## src/logic/rss_pkg.sv

```systemverilog
// Purpose: Constants and types for the reset source and status block
// Assumes: 25 MHz core clock, 8-bit register port, 21-bit program counter
// Notes:   Offsets are word indices on the plain register port

package rss_pkg;

  ////////////////////////////////////////////////////////////////////////
  // Register map
  localparam logic [3:0] ADDR_STATUS = 4'h0;
  localparam logic [3:0] ADDR_STACK  = 4'h1;
  localparam logic [3:0] ADDR_CTRL   = 4'h2;

  // Status register bits, active-low cause flags
  localparam int BIT_BROWNOUT = 0;
  localparam int BIT_POWERON  = 1;
  localparam int BIT_PWRDN    = 2;
  localparam int BIT_TIMEOUT  = 3;
  localparam int BIT_RSTINSTR = 4;
  localparam logic [7:0] STATUS_MASK    = 8'h1f;
  localparam logic [7:0] STATUS_POR_VAL = 8'h1c;

  // Stack error register bits
  localparam int BIT_STK_FULL  = 7;
  localparam int BIT_STK_UNDER = 6;
  localparam logic [7:0] STACK_MASK    = 8'hc0;
  localparam logic [7:0] STACK_POR_VAL = 8'h00;

  // Control register bits
  localparam int BIT_EXT_EN = 0;
  localparam int BIT_STK_EN = 1;
  localparam logic [7:0] CTRL_MASK    = 8'h03;
  localparam logic [7:0] CTRL_POR_VAL = 8'h03;

  ////////////////////////////////////////////////////////////////////////
  // Timing
  localparam int CLK_PERIOD_NS = 40;
  localparam int FILTER_NS     = 200;
  localparam int HOLD_NS       = 400;
  localparam int FILTER_CYC =
    (FILTER_NS + CLK_PERIOD_NS - 1) / CLK_PERIOD_NS;
  localparam int HOLD_CYC =
    (HOLD_NS + CLK_PERIOD_NS - 1) / CLK_PERIOD_NS;
  localparam logic [2:0] FILTER_LAST = 3'(FILTER_CYC - 1);
  localparam logic [3:0] HOLD_LAST   = 4'(HOLD_CYC - 1);

  ////////////////////////////////////////////////////////////////////////
  // Program counter values
  localparam int PC_W = 21;
  localparam logic [20:0] PC_RESET = 21'h000000;
  localparam logic [20:0] VEC_HIGH = 21'h000008;
  localparam logic [20:0] VEC_LOW  = 21'h000018;
  localparam logic [20:0] PC_STEP  = 21'h000002;

  typedef enum logic [1:0] {
    MODE_FULL  = 2'b00,
    MODE_RUN   = 2'b01,
    MODE_IDLE  = 2'b10,
    MODE_SLEEP = 2'b11
  } rss_mode_e;

  typedef enum logic {
    ST_RUN  = 1'b0,
    ST_HOLD = 1'b1
  } rss_state_e;

endpackage

```

## src/logic/rss_reset_source_status.sv

```systemverilog
// Purpose: Combine reset sources, hold core reset, record reset causes
// Assumes: Core-side strobes are one-cycle pulses on CORE_CLK
// Notes:   RSTN is the power-up detector output; it alone loads the flag reset values
//
// Behaviour
// - Low external pin holds device in reset
// - Filter ignores short low pin pulses
// - Device never drives the reset pin low
// - Disabled pin is plain digital input only
// - Power-up detector starts a reset pulse
// - Power-on flag cleared only by power-on
// - Only software sets power-on flag again
// - Power-on and brown-out flag patterns, restart zero
// - Reset instruction clears its flag, restarts zero
// - Pin reset in run mode sets timeout
// - Pin reset in idle/sleep: timeout set, powerdown cleared
// - Pin reset at full power changes nothing
// - Watchdog at full/run resets, clears timeout
// - Watchdog in idle/sleep resumes PC plus two
// - Enabled stack overflow resets, sets full flag
// - Enabled stack underflow resets, sets underflow flag
// - Disabled underflow sets flag without reset
// - Interrupt wake clears powerdown, resumes PC plus two
// - Wake with interrupt enables loads vector
// - Control state kept through non-power-on resets

`timescale 1ns/1ps

module rss_reset_source_status (
  input  wire logic        CORE_CLK,
  input  wire logic        RSTN,
  input  wire logic        EXT_RESET_PIN_N,
  input  wire logic        BROWNOUT_DET,
  input  wire logic [1:0]  PWR_MODE,
  input  wire logic        WATCHDOG_TIMEOUT,
  input  wire logic        RESET_INSTR,
  input  wire logic        STACK_OVERFLOW,
  input  wire logic        STACK_UNDERFLOW,
  input  wire logic        INT_WAKE,
  input  wire logic        GLOBAL_INT_ENABLE_HIGH,
  input  wire logic        GLOBAL_INT_ENABLE_LOW,
  input  wire logic [20:0] PC_CURRENT,
  input  wire logic [3:0]  ADDR,
  input  wire logic [7:0]  WDATA,
  input  wire logic        WR,
  input  wire logic        RD,
  output logic      [7:0]  RDATA,
  output logic             CORE_RESET_N,
  output logic             RESTART_LOAD,
  output logic      [20:0] RESTART_PC,
  output logic             PIN_DIGITAL_IN,
  output logic             EXT_PIN_OUT,
  output logic             EXT_PIN_OE
);

  ////////////////////////////////////////////////////////////////////////
  // Declarations
  logic                  pin_meta;
  logic                  pin_sync;
  logic                  bo_meta;
  logic                  bo_lvl;
  logic                  bo_lvl_q;
  logic                  ext_lvl_q;
  logic [2:0]            flt_cnt;
  logic                  flt_low;
  logic                  ext_lvl;
  logic                  ext_rise;
  logic                  bo_rise;
  logic                  hold_lvl;
  logic [7:0]            reset_control_status_reg;
  logic [7:0]            stack_flags;
  logic [7:0]            ctrl_reg;
  logic [7:0]            next_status;
  logic [7:0]            next_stack;
  logic                  ext_reset_pin_enable_cfg;
  logic                  stack_error_reset_enable;
  logic                  wr_status;
  logic                  wr_stack;
  logic                  wr_ctrl;
  logic                  run_st;
  logic                  halt;
  logic                  dog_evt;
  logic                  instr_evt;
  logic                  ovf_evt;
  logic                  unf_evt;
  logic                  wake_evt;
  logic                  reset_evt;
  logic                  resume_evt;
  logic                  release_ok;
  logic [3:0]            hold_cnt;
  rss_pkg::rss_state_e   state;
  logic                  brownout_flag_n;
  logic                  power_on_flag_n;
  logic                  power_down_flag_n;
  logic                  timeout_flag_n;
  logic                  reset_instr_flag_n;
  logic                  stack_full_flag;
  logic                  stack_underflow_flag;

  function automatic logic is_halt(input logic [1:0] mode);
    is_halt = (mode == rss_pkg::MODE_IDLE) ||
              (mode == rss_pkg::MODE_SLEEP);
  endfunction

  ////////////////////////////////////////////////////////////////////////
  // Pin and detector synchronisers
  always_ff @(posedge CORE_CLK or negedge RSTN) begin
    if (!RSTN) begin
      pin_meta <= 1'b1;
      pin_sync <= 1'b1;
      bo_meta  <= 1'b0;
      bo_lvl   <= 1'b0;
    end else begin
      pin_meta <= EXT_RESET_PIN_N;
      pin_sync <= pin_meta;
      bo_meta  <= BROWNOUT_DET;
      bo_lvl   <= bo_meta;
    end
  end

  // Glitch filter: low must persist FILTER_CYC samples
  always_ff @(posedge CORE_CLK or negedge RSTN) begin
    if (!RSTN) begin
      flt_cnt <= 3'h0;
      flt_low <= 1'b0;
    end else if (pin_sync) begin
      flt_cnt <= 3'h0;
      flt_low <= 1'b0;
    end else if (flt_cnt == rss_pkg::FILTER_LAST) begin
      flt_low <= 1'b1;
    end else begin
      flt_cnt <= flt_cnt + 3'h1;
    end
  end

  assign ext_lvl  = flt_low & ext_reset_pin_enable_cfg;
  assign hold_lvl = ext_lvl | bo_lvl;
  assign ext_rise = ext_lvl & ~ext_lvl_q;
  assign bo_rise  = bo_lvl & ~bo_lvl_q;

  always_ff @(posedge CORE_CLK or negedge RSTN) begin
    if (!RSTN) begin
      ext_lvl_q <= 1'b0;
      bo_lvl_q  <= 1'b0;
    end else begin
      ext_lvl_q <= ext_lvl;
      bo_lvl_q  <= bo_lvl;
    end
  end

  // Pin as digital input when reset use is off
  always_ff @(posedge CORE_CLK or negedge RSTN) begin
    if (!RSTN) begin
      PIN_DIGITAL_IN <= 1'b1;
    end else begin
      PIN_DIGITAL_IN <= ext_reset_pin_enable_cfg ? 1'b1 : pin_sync;
    end
  end

  // Input only: the pin is never driven
  assign EXT_PIN_OUT = 1'b0;
  assign EXT_PIN_OE  = 1'b0;

  ////////////////////////////////////////////////////////////////////////
  // Core events, only seen while the core runs
  assign run_st    = (state == rss_pkg::ST_RUN);
  assign halt      = is_halt(PWR_MODE);
  assign dog_evt   = run_st & WATCHDOG_TIMEOUT;
  assign instr_evt = run_st & RESET_INSTR;
  assign ovf_evt   = run_st & STACK_OVERFLOW;
  assign unf_evt   = run_st & STACK_UNDERFLOW;
  assign wake_evt  = run_st & INT_WAKE & halt;

  assign reset_evt = ext_rise | bo_rise | instr_evt |
                     (dog_evt & ~halt) |
                     (stack_error_reset_enable &
                      (ovf_evt | unf_evt));
  assign resume_evt = ~reset_evt & (dog_evt | wake_evt) & halt;
  assign release_ok = (state == rss_pkg::ST_HOLD) && !hold_lvl &&
                      !reset_evt && (hold_cnt == 4'h0);

  ////////////////////////////////////////////////////////////////////////
  // Reset hold sequencer; power-up starts in hold
  always_ff @(posedge CORE_CLK or negedge RSTN) begin
    if (!RSTN) begin
      state        <= rss_pkg::ST_HOLD;
      hold_cnt     <= rss_pkg::HOLD_LAST;
      CORE_RESET_N <= 1'b0;
    end else begin
      unique case (state)
        rss_pkg::ST_RUN: begin
          if (reset_evt || hold_lvl) begin
            state        <= rss_pkg::ST_HOLD;
            hold_cnt     <= rss_pkg::HOLD_LAST;
            CORE_RESET_N <= 1'b0;
          end
        end
        rss_pkg::ST_HOLD: begin
          if (hold_lvl || reset_evt) begin
            hold_cnt <= rss_pkg::HOLD_LAST;
          end else if (hold_cnt == 4'h0) begin
            state        <= rss_pkg::ST_RUN;
            CORE_RESET_N <= 1'b1;
          end else begin
            hold_cnt <= hold_cnt - 4'h1;
          end
        end
      endcase
    end
  end

  // Restart address, one pulse per restart or resume
  always_ff @(posedge CORE_CLK or negedge RSTN) begin
    if (!RSTN) begin
      RESTART_LOAD <= 1'b0;
      RESTART_PC   <= rss_pkg::PC_RESET;
    end else if (release_ok) begin
      RESTART_LOAD <= 1'b1;
      RESTART_PC   <= rss_pkg::PC_RESET;
    end else if (resume_evt) begin
      RESTART_LOAD <= 1'b1;
      if (dog_evt) begin
        RESTART_PC <= PC_CURRENT + rss_pkg::PC_STEP;
      end else if (GLOBAL_INT_ENABLE_HIGH) begin
        RESTART_PC <= rss_pkg::VEC_HIGH;
      end else if (GLOBAL_INT_ENABLE_LOW) begin
        RESTART_PC <= rss_pkg::VEC_LOW;
      end else begin
        RESTART_PC <= PC_CURRENT + rss_pkg::PC_STEP;
      end
    end else begin
      RESTART_LOAD <= 1'b0;
    end
  end

  ////////////////////////////////////////////////////////////////////////
  // Cause flags; hardware effects follow the write so hardware wins
  assign wr_status = WR && (ADDR == rss_pkg::ADDR_STATUS);
  assign wr_stack  = WR && (ADDR == rss_pkg::ADDR_STACK);
  assign wr_ctrl   = WR && (ADDR == rss_pkg::ADDR_CTRL);

  always_comb begin
    next_status = reset_control_status_reg;
    next_stack  = stack_flags;
    if (wr_status) begin
      next_status = WDATA & rss_pkg::STATUS_MASK;
    end
    if (wr_stack) begin
      next_stack = WDATA & rss_pkg::STACK_MASK;
    end
    if (dog_evt) begin
      next_status[rss_pkg::BIT_TIMEOUT] = 1'b0;
      if (halt) begin
        next_status[rss_pkg::BIT_PWRDN] = 1'b0;
      end
    end
    if (wake_evt) begin
      next_status[rss_pkg::BIT_PWRDN] = 1'b0;
    end
    if (instr_evt) begin
      next_status[rss_pkg::BIT_RSTINSTR] = 1'b0;
    end
    if (ovf_evt) begin
      next_stack[rss_pkg::BIT_STK_FULL] = 1'b1;
    end
    if (unf_evt) begin
      next_stack[rss_pkg::BIT_STK_UNDER] = 1'b1;
    end
    if (ext_rise && (PWR_MODE != rss_pkg::MODE_FULL)) begin
      next_status[rss_pkg::BIT_TIMEOUT] = 1'b1;
      if (halt) begin
        next_status[rss_pkg::BIT_PWRDN] = 1'b0;
      end
    end
    if (bo_rise) begin
      next_status[rss_pkg::BIT_RSTINSTR] = 1'b1;
      next_status[rss_pkg::BIT_TIMEOUT]  = 1'b1;
      next_status[rss_pkg::BIT_PWRDN]    = 1'b1;
      next_status[rss_pkg::BIT_BROWNOUT] = 1'b0;
    end
  end

  // Only power-up reloads these; internal resets change only their cause flags
  always_ff @(posedge CORE_CLK or negedge RSTN) begin
    if (!RSTN) begin
      reset_control_status_reg <= rss_pkg::STATUS_POR_VAL;
      stack_flags              <= rss_pkg::STACK_POR_VAL;
    end else begin
      reset_control_status_reg <= next_status;
      stack_flags              <= next_stack;
    end
  end

  always_ff @(posedge CORE_CLK or negedge RSTN) begin
    if (!RSTN) begin
      ctrl_reg <= rss_pkg::CTRL_POR_VAL;
    end else if (wr_ctrl) begin
      ctrl_reg <= WDATA & rss_pkg::CTRL_MASK;
    end
  end

  assign ext_reset_pin_enable_cfg = ctrl_reg[rss_pkg::BIT_EXT_EN];
  assign stack_error_reset_enable = ctrl_reg[rss_pkg::BIT_STK_EN];

  // Read data valid the cycle after the read strobe only
  always_ff @(posedge CORE_CLK or negedge RSTN) begin
    if (!RSTN) begin
      RDATA <= 8'h00;
    end else if (RD) begin
      unique case (ADDR)
        rss_pkg::ADDR_STATUS: RDATA <= reset_control_status_reg;
        rss_pkg::ADDR_STACK:  RDATA <= stack_flags;
        rss_pkg::ADDR_CTRL:   RDATA <= ctrl_reg;
        default:              RDATA <= 8'h00;
      endcase
    end else begin
      RDATA <= 8'h00;
    end
  end

  assign brownout_flag_n    = reset_control_status_reg[0];
  assign power_on_flag_n    = reset_control_status_reg[1];
  assign power_down_flag_n  = reset_control_status_reg[2];
  assign timeout_flag_n     = reset_control_status_reg[3];
  assign reset_instr_flag_n = reset_control_status_reg[4];
  assign stack_full_flag      = stack_flags[rss_pkg::BIT_STK_FULL];
  assign stack_underflow_flag = stack_flags[rss_pkg::BIT_STK_UNDER];
endmodule // rss_reset_source_status

```

## config.mk

```make
export PLATFORM = sky130hd
export DESIGN_NAME = rss_reset_source_status
export DESIGN_NICKNAME = d
export VERILOG_FILES = /design/src/logic/rss_pkg.sv /design/src/logic/rss_reset_source_status.sv
export SDC_FILE = /design/constraint.sdc
export NUM_CORES = 1
export LEC_CHECK = 0
export BUFFER_PORTS_ARGS = -buffer_cell sky130_fd_sc_hd__buf_2
export CELL_PAD_IN_SITES_DETAIL_PLACEMENT = 2
export CELL_PAD_IN_SITES_GLOBAL_PLACEMENT = 2
export CORE_MARGIN = 2
export CORE_UTILIZATION = 31
export DETAILED_ROUTE_END_ITERATION = 8
export HOLD_SLACK_MARGIN = 0.12
export PLACE_DENSITY_LB_ADDON = 0.15
export SLEW_MARGIN = 25
export SYNTH_ARGS = -nofsm -noshare
export SYNTH_HDL_FRONTEND = slang
export SYNTH_SLANG_ARGS = --single-unit
```

## constraint.sdc

```tcl
create_clock -name CORE_CLK -period 2.41 [get_ports CORE_CLK]
set_input_delay 0.241 -clock CORE_CLK [delete_from_list [all_inputs] [get_ports CORE_CLK]]
set_output_delay 0.241 -clock CORE_CLK [all_outputs]
set_load 0.005 [all_outputs]
```

==> metrics.md, run 1 <==
| Metric | Value |
|---|---|
| Clock-pin slew of the registers on the worst-case setup and hold paths | 0.10 ns |
| PD cells | 600 mW/mm^2 |
| Post-route antenna net violation count | 0 |
| Final hold viol count | 0 |
| Clock Root Buffer | clkbuf_8 |
| RSZ-0062 raised after global routing | no |
| Synth Register Bits | 55 |
| CTS tree | done |
| Slew Limit Fails | 0 |
| Final Skew | 0.00975 ns |
| Routed Wire Length | 7010 um |
| FFs w/ async S/R, synth | 100% |
| Via count | 2139 |
| R2r setup slk | 0.34 ns |
| Drt wl/cell | 15.9 um |
| Final GP Congestion | 0.736 |
| Run status | completed |
| Worst Tran Pin Value | 0.676 ns |
| Setup crit start | hold_cnt[1] |
| Hold WC Path Type | in -> reg |
| Synthesized area | 0.00266 mm^2 |
| Highest clock rate | 482 MHz |
| H-tree depth | 2 |
| Fill count | 931 |
| Post-CTS setup buffer count | 0 |
| Setup-failing EPs final | 0 |
| Vias in the first global route | 2316 |
| Critical path's largest stage delay | 0.60 ns |
| Top Ports | 82 |
| Initial Utilization | 32.2% |
| Synthesized area per cell | 10.6 um^2 |
| Worst-path cell chain | inv_1 -> ha_1 -> nor3b_2 -> nand3_1 -> a211o_1 -> a32o_1 |
| Main synth FF type | dfrtp_1 |
| Fin util | 39.4% |
| Die ar. | 0.00933 mm^2 |
| Global-route wire length before repair | 11900 um |
| Vias per Instance | 4.86 |
| Grt total ovfl | 0 |
| Kind of critical path | reg -> reg |
| Worst vdd ir | 0.265 mV |
| Clk Latency, worst-skew pair | 0.31 ns |
| Final min period | 2.07 ns |
| # DRC | 0 |
| Site row count | 33 |
| Setup crit end | RESTART_PC[0] |
| DRT Pass-1 Iters | 4 |
| Initial DRC count | 39 |
| Syn Inst Count | 252 |
| Initial antenna violation count | 0 |
| Crit-path slowest cell | a211o_1 |
| Hpwl dp | 5560 um |
| Clock tree buffer depth | 2 |
| Port Buffer Count | 77 |
| R2r endpoint | RESTART_PC[0] |
| Chip height | 96.6 um |
| Reg-to-reg critical path startpoint | hold_cnt[1] |
| Pin count of the biggest net entering global routing | 22 |
| Area growth from synthesis to final layout | 22.4% |
| Max-Cap Viols | 0 |
| R2r worst-path depth | 6 |
| Netlist cell types | 45 |
| Number of synthesized flops with an enable pin | 0 |
| WP data arrival | 2.28 ns |
| Sequential share of the synthesized area | 52.3% |
| Max reg flops | 21 |
| # nets final | 386 |
| P_leak | 1.61 nW |
| Relative slew slack | 54.9% |
| Critical path data required time | 2.61 ns |
| CP startpoint kind | register |
| Ant. Diodes | 0 |
| Crit end category | register |
| DIE WIDTH | 96.6 um |
| Cts hold-fix bufs | 3 |
| Number of gates resized after cts | 0 |
| Clock sink count | 55 |
| Layout cell share with drive strength beyond 1 | 35.5% |
| Largest fanout on the critical path | 20 |
| Setup total negative slack | 0 ns |
| Ys Warns | 0 |
| GRT Util Overall | 15.7% |
| Core ar. | 0.00826 mm^2 |
| Final period util | 86.1% |
| Cts bufs inserted | 5 |
cell usage after synthesis, types with 3 or more instances:
master	n	area, um^2
buf_2	3	15.0
nand2_1	35	131
o21ai_2	10	87.6
xnor2_1	6	52.6
dfrtp_1	44	1100
dfstp_2	11	289
buf_4	3	22.5
ha_1	4	50.1
mux2i_1	7	70.1
nand4_1	5	31.3
a21oi_1	9	45.0
mux2_2	4	45.0
xor2_1	15	131
and2_1	5	31.3
nand3_1	13	65.1
nor2_1	14	52.6
and3_1	6	37.5
inv_1	11	41.3
o21ai_0	14	70.1
nor3_1	4	20.0
area by class of cell:
cell class | count | area [um^2] | share of cell area (%)
flip-flops and latches | 55 | 1390 | 42.7
multi-input cells | 179 | 1170 | 36.0
repair buffers | 82 | 430 | 13.2
well taps | 105 | 131 | 4.04
clock buffers | 6 | 72.6 | 2.23
inverters | 11 | 41.3 | 1.27
clock inverters | 2 | 17.5 | 0.538
metal layers:
layer,wire length [um],GRT usage [%]
met2,3390,26.1
met3,374,3.90
met1,3170,20.6
met4,70,3.58
met5,0,0
cells in the final DEF, fill, tap and decap left out, types with 10 or more instances in the layout:
master   synthesis  layout
buf_2            3      77
dfrtp_1         44      44
nand2_1         35      35
xor2_1          15      15
o21ai_0         14      14
nor2_1          14      14
nand3_1         13      13
dfstp_2         11      11
inv_1           11      11
o21ai_2         10      10
through the flow:
stage               setup slack, ns  instance area, um^2  total power, mW  instances  hold WS, ns
finish                        0.336                 3250             1.95        440        0.139
global route                 0.0792                 3250             2.08        440        0.140
CTS                           0.276                 3250             1.99        440        0.127
detailed placement            0.313                 3130             1.44        429        0.240
global placement              0.339                 3130             1.42        429        0.225
floorplan                     0.689                 2670             1.27        254      -0.0546
worst min-delay path by stage:
| stage | startpoint | end | slack [ns] | cells after the start |
|---|---|---|---|---|
| floorplan | RSTN | CORE_RESET_N | -0.05 | 0 |
| detailed placement | RSTN | RDATA[6] | 0.24 | 1 |
| CTS | PC_CURRENT[1] | RESTART_PC[1] | 0.13 | 2 |
| global placement | RSTN | RDATA[6] | 0.23 | 1 |
| global route | PC_CURRENT[1] | RESTART_PC[1] | 0.14 | 2 |
| finish | PC_CURRENT[1] | RESTART_PC[1] | 0.14 | 2 |
where the power goes:
| part | internal [mW] | leakage [nW] | switching [mW] | total (mW) |
|---|---|---|---|---|
| Combinational | 0.155 | 0.857 | 0.177 | 0.332 |
| Sequential | 1.03 | 0.707 | 0.0605 | 1.09 |
| Clock | 0.210 | 0.0454 | 0.323 | 0.533 |
| Total | 1.39 | 1.61 | 0.561 | 1.95 |
critical path: cells and delay by family, from the launching register on:
kind | cells | cell delay, ns
AOI/OAI and AO/OA | 2 | 0.92
adders and majority gates | 1 | 0.17
buffers and inverters | 1 | 0.07
DFF | 1 | 0.42
and+or+nand+nor | 2 | 0.38
cell families after synthesis:
group                    after synthesis  synth area share [%]
AO/OA/AOI/OAI                         42                  11.4
XOR/XNOR                              21                  6.92
adder cells (fa/ha/maj)                4                  1.88
buffers and inverters                 20                  3.95
flip-flops                            55                  52.3
multiplexers                          11                  4.33
other                                  1                 0.141
AND/OR/NAND/NOR                       98                  19.1
(Power assumes the default switching activity.)
==> run 2, diff against run 1 <==
--- a/config.mk
+++ b/config.mk
@@ -13,7 +13,7 @@
 export DETAILED_ROUTE_END_ITERATION = 8
 export HOLD_SLACK_MARGIN = 0.12
 export PLACE_DENSITY_LB_ADDON = 0.15
-export SLEW_MARGIN = 25
+export RECOVER_POWER = 50
 export SYNTH_ARGS = -nofsm -noshare
 export SYNTH_HDL_FRONTEND = slang
 export SYNTH_SLANG_ARGS = --single-unit
==> metrics.md, run 2 (synthesized netlist as in run 1, its figures left out) <==
| Metric | Value |
|---|---|
| Final hold viol count | 0 |
| Chip height | 96.6 um |
| # nets final | 386 |
| Critical path data required time | 2.61 ns |
| Initial antenna violation count | 0 |
| Hold WC Path Type | in -> reg |
| Port Buffer Count | 77 |
| Most frequent cells in the layout | buf_2, dfrtp_1, nand2_1 |
| Setup-failing EPs final | 0 |
| Clk Latency, worst-skew pair | 0.31 ns |
| Area growth from synthesis to final layout | 21.6% |
| R2r worst-path depth | 6 |
| Final period util | 86.1% |
| Setup total negative slack | 0 ns |
| Hpwl dp | 5560 um |
| CTS tree | done |
| GRT Util Overall | 15.7% |
| Clock sink count | 55 |
| Worst Hold Path Cells | 2 |
| PnR worst setup slack | 0.336 ns |
| WP data arrival | 2.28 ns |
| CP startpoint kind | register |
| Fill count | 937 |
| Register cell area after layout | 0.00139 mm^2 |
| Core ar. | 0.00826 mm^2 |
| Kind of critical path | reg -> reg |
| Die ar. | 0.00933 mm^2 |
| H-tree depth | 2 |
| Ant. Diodes | 0 |
| Min-delay src | PC_CURRENT[1] |
| Max reg flops | 21 |
| R2r endpoint | RESTART_PC[0] |
| P_leak | 1.55 nW |
| Post-CTS setup buffer count | 0 |
| Worst Tran Pin Value | 1.10 ns |
| Run status | completed |
| Relative slew slack | 26.5% |
| Clock-pin slew of the registers on the worst-case setup and hold paths | 0.10 ns |
| Final min period | 2.07 ns |
| Global-route wire length before repair | 11900 um |
| Cts bufs inserted | 5 |
| Highest clock rate | 482 MHz |
| Post-route antenna net violation count | 0 |
| Vias per Instance | 4.86 |
| Area of the multi-input gates | 0.00117 mm^2 |
| Crit end category | register |
| Pin count of the biggest net entering global routing | 22 |
| # DRC | 0 |
| Top Ports | 82 |
| Largest fanout on the critical path | 20 |
| R2r setup slk | 0.34 ns |
| Vias in the first global route | 2316 |
| Site row count | 33 |
| Layout cell share with drive strength beyond 1 | 30.4% |
| RSZ-0062 raised after global routing | no |
| Cell Area, Placed | 0.00313 mm^2 |
| DIE WIDTH | 96.6 um |
| WHS Endpoint | RESTART_PC[1] |
| Reg-to-reg critical path startpoint | hold_cnt[1] |
| Final instance area | 0.00323 mm^2 |
| Clock tree buffer depth | 2 |
| Grt total ovfl | 0 |
| Final GP Congestion | 0.736 |
| Max-Cap Viols | 0 |
| Final Skew | 0.00795 ns |
| Via count | 2140 |
| PD cells | 602 mW/mm^2 |
| Initial Utilization | 32.2% |
| Clock Root Buffer | clkbuf_8 |
| DRT Pass-1 Iters | 2 |
| Initial DRC count | 35 |
| Slew Limit Fails | 0 |
| Drt wl/cell | 16.0 um |
| Worst vdd ir | 0.266 mV |
| Dpl ws | 0.313 ns |
| Routed Wire Length | 7030 um |
| Most common cell after layout, fill and taps aside | buf_2 |
## run 2: how the worst max path moves through the flow
stage	from	to	cells past startpoint
after CTS	hold_cnt[1]	RESTART_PC[0]	6
after global routing	ctrl_reg[0]	RESTART_PC[5]	5
after global placement	hold_cnt[1]	RESTART_PC[2]	6
after floorplan	hold_cnt[0]	hold_cnt[3]	7
after detailed placement	hold_cnt[0]	RESTART_PC[0]	6
final	hold_cnt[1]	RESTART_PC[0]	6
## run 2: layout make-up
cell class	instances	share of cell area [%]
repair buffers	82	12.6
multi-input cells	179	36.2
clock inverters	2	0.542
clock buffers	6	2.25
inverters	11	1.28
flip-flops and latches	55	43.0
well taps	105	4.07
## run 2: routing by layer
layer | vias to the layer above | global-route usage [%] | share of wire, %
met3 | 7 | 3.90 | 5.2
met5 | - | 0 | 0
met4 | 0 | 3.58 | 1.0
li1 | 1015 | - | -
met1 | 1065 | 20.6 | 45
met2 | 53 | 26.1 | 48
## run 2: per-stage QoR
step / hold slack [ns] / std cells / total power [mW] / utilization [%]
2_1_floorplan: -0.0546 / 254 / 1.27 / -
3_3_place_gp: 0.225 / 429 / 1.42 / 38.0
3_5_place_dp: 0.240 / 429 / 1.44 / 38.0
4_1_cts: 0.127 / 440 / 1.99 / 39.4
5_1_grt: 0.140 / 440 / 2.07 / 39.1
6_report: 0.138 / 440 / 1.95 / 39.1
## run 2: report_power, final
group / switching [mW] / internal [mW]
Combinational: 0.178 / 0.146
Sequential: 0.0615 / 1.02
Clock: 0.325 / 0.210
Total: 0.565 / 1.38
## run 2: what timing repair did
action | CTS | global route
endpoints found under the setup margin | 0 | 0
resized for setup | 0 | 0
endpoints found under the hold margin | 16 | 0
hold buffers | 3 | 0
## run 2: critical path, cell delays in order, from the launching register on
cell	delay (ns)
dfrtp_1	0.42
inv_1	0.07
ha_1	0.17
nor3b_2	0.22
nand3_1	0.16
a211o_1	0.60
a32o_1	0.32
==> run 3, diff against run 2 <==
--- a/config.mk
+++ b/config.mk
@@ -5,7 +5,7 @@
 export SDC_FILE = /design/constraint.sdc
 export NUM_CORES = 1
 export LEC_CHECK = 0
-export BUFFER_PORTS_ARGS = -buffer_cell sky130_fd_sc_hd__buf_2
+export BUFFER_PORTS_ARGS = -buffer_cell sky130_fd_sc_hd__buf_4
 export CELL_PAD_IN_SITES_DETAIL_PLACEMENT = 2
 export CELL_PAD_IN_SITES_GLOBAL_PLACEMENT = 2
 export CORE_MARGIN = 2
==> constraint.sdc (replaced) <==
create_clock -name CORE_CLK -period 2.41 [get_ports CORE_CLK]
set_input_delay 0.1205 -clock CORE_CLK [delete_from_list [all_inputs] [get_ports CORE_CLK]]
set_output_delay 0.1205 -clock CORE_CLK [all_outputs]
set_load 0.005 [all_outputs]
==> metrics.md, run 3 (synthesized netlist as in run 1, its figures left out) <==
| Metric | Value |
|---|---|
| DRT Pass-1 Iters | 4 |
| Dpl ws | 0.292 ns |
| Part of the power in registers | 53.6% |
| Worst Hold Path Cells | 3 |
| Ant. Diodes | 0 |
| Crit-path slowest cell | a211o_1 |
| Relative slew slack | 6.15% |
| CTS tree | done |
| PnR worst setup slack | 0.301 ns |
| # nets final | 404 |
| Highest clock rate | 474 MHz |
| Run status | completed |
| Setup total negative slack | 0 ns |
| Routed Wire Length | 7470 um |
| Fill count | 918 |
| Initial Utilization | 32.2% |
| RSZ-0062 raised after global routing | no |
| Hold WC Path Type | in -> reg |
| Cell Area, Placed | 0.00331 mm^2 |
| Worst-path cell chain | inv_1 -> ha_1 -> nor3b_2 -> nand3_1 -> a211o_1 -> nand2_1 -> o21ai_0 |
| Most common cell after layout, fill and taps aside | buf_4 |
| Minimum hold slack | 0.135 ns |
| Post-CTS setup buffer count | 0 |
| Final period util | 87.5% |
| Clock tree buffer depth | 2 |
| Site row count | 33 |
| Final min period | 2.11 ns |
| Die ar. | 0.00933 mm^2 |
| Clk Latency, worst-skew pair | 0.31 ns |
| Max-Cap Viols | 0 |
| Slew Limit Fails | 0 |
| PnR Total Power | 2.03 mW |
| Pin count of the biggest net entering global routing | 56 |
| Vias per Instance | 4.82 |
| P_int | 1.48 mW |
| Drt wl/cell | 16.3 um |
| Global-route wire length before repair | 12800 um |
| Critical path's largest stage delay | 0.61 ns |
| Vias in the first global route | 2397 |
| P_leak | 1.70 nW |
| Initial antenna violation count | 0 |
| Worst vdd ir | 0.230 mV |
| Metal1 wirelength | 3390 um |
| Via count | 2209 |
| Clock sink count | 55 |
| Layout cell share with drive strength beyond 1 | 31.7% |
| Final Instance Count excl. Fillers | 458 |
| Final GP Congestion | 0.719 |
| Setup-failing EPs final | 0 |
| Clk pwr share | 26.7% |
| Port Buffer Count | 77 |
| Top Ports | 82 |
| Max reg flops | 21 |
| GRT Util Overall | 16.8% |
| Buf/Inv on CP | 1 |
| Core ar. | 0.00826 mm^2 |
| Kind of critical path | reg -> reg |
| Clock-pin slew of the registers on the worst-case setup and hold paths | 0.10 ns |
| CP top delay family | compound AO/OA/AOI/OAI gates |
| Final hold viol count | 0 |
| R2r endpoint | RESTART_PC[5] |
| Cts bufs inserted | 5 |
| Final instance area | 0.00363 mm^2 |
| Hpwl dp | 5400 um |
| CP startpoint kind | register |
| Critical path data required time | 2.63 ns |
| Largest fanout on the critical path | 20 |
| Min-delay src | PC_CURRENT[10] |
| Reg-to-reg critical path startpoint | hold_cnt[0] |
| Post-route antenna net violation count | 0 |
| Final Skew | 0.0116 ns |
| Area growth from synthesis to final layout | 36.4% |
| Grt total ovfl | 0 |
| Worst Tran Pin Value | 1.41 ns |
| Gate power share | 19.7% |
| Met3 routed WL | 342 um |
| WHS Endpoint | RESTART_PC[10] |
| Fin util | 43.9% |
| R2r setup slk | 0.30 ns |
| R2r worst-path depth | 7 |
| Initial DRC count | 25 |
| Uppermost layer routed | met4 |
| Sw Ratio | 27.2% |
| Most frequent cells in the layout | buf_4, dfrtp_1, nand2_1 |
| PD cells | 560 mW/mm^2 |
| Chip height | 96.6 um |
| Placed cell count | 427 |
| DIE WIDTH | 96.6 um |
| DR WL met2 | 3690 um |
| WP data arrival | 2.33 ns |
| Clock Root Buffer | clkbuf_8 |
| # DRC | 0 |
| Crit end category | register |
| H-tree depth | 2 |
| NetSw | 0.553 mW |
[run 3: cell types whose count changed in the layout (fill, tap and decap cells not counted), moves of 11 or more]
cell           change
buf_4             +55
clkbuf_4          +18
clkbuf_1          -11
buf_2             -63
dlygate4sd3_1     +20
[run 3: worst register-to-register path: stages, from the launching register on]
cell	delay, ns
dfstp_2	0.54
inv_1	0.06
ha_1	0.23
nor3b_2	0.18
nand3_1	0.14
a211o_1	0.61
nand2_1	0.16
o21ai_0	0.12
[run 3: how the worst max path moves through the flow]
stage,startpoint,slack [ns],endpoint,cells after the start
after floorplan,hold_cnt[0],0.69,hold_cnt[3],7
after global placement,hold_cnt[0],0.33,RESTART_PC[0],6
after detailed placement,hold_cnt[0],0.29,RESTART_PC[0],6
after CTS,hold_cnt[0],0.27,RESTART_PC[0],6
after global routing,ctrl_reg[0],0.08,RESTART_PC[5],5
final,hold_cnt[0],0.30,RESTART_PC[5],7
[run 3: layer usage]
layer | vias to the layer above | track usage (%)
met5 | - | 0
met4 | 0 | 2.93
met3 | 5 | 3.90
met2 | 53 | 27.5
met1 | 1097 | 23.0
li1 | 1054 | -
[run 3: power by group through the flow]
stage	clock (mW)	sequential, mW	combinational, mW
floorplan	0	1.09	0.174
global placement	0	1.10	0.359
detailed placement	0	1.11	0.372
CTS	0.574	1.09	0.416
global route	0.607	1.11	0.455
finish	0.541	1.09	0.401
[run 3: final cells by class]
class                           instances  area, um^2  area share [%]
Multi-Input combinational cell        179        1170            32.3
Inverter                               11        41.3            1.14
Sequential cell                        55        1390            38.3
Timing Repair Buffer                  100         795            21.9
Clock buffer                            6        82.6            2.28
Tap cell                              105         131            3.62
Clock inverter                          2        16.3           0.448
[run 3: what timing repair did]
item,in CTS,in global routing
hold endpoints to repair,66,0
endpoints found under the setup margin,0,0
gates resized for setup,0,0
hold buffers,23,0
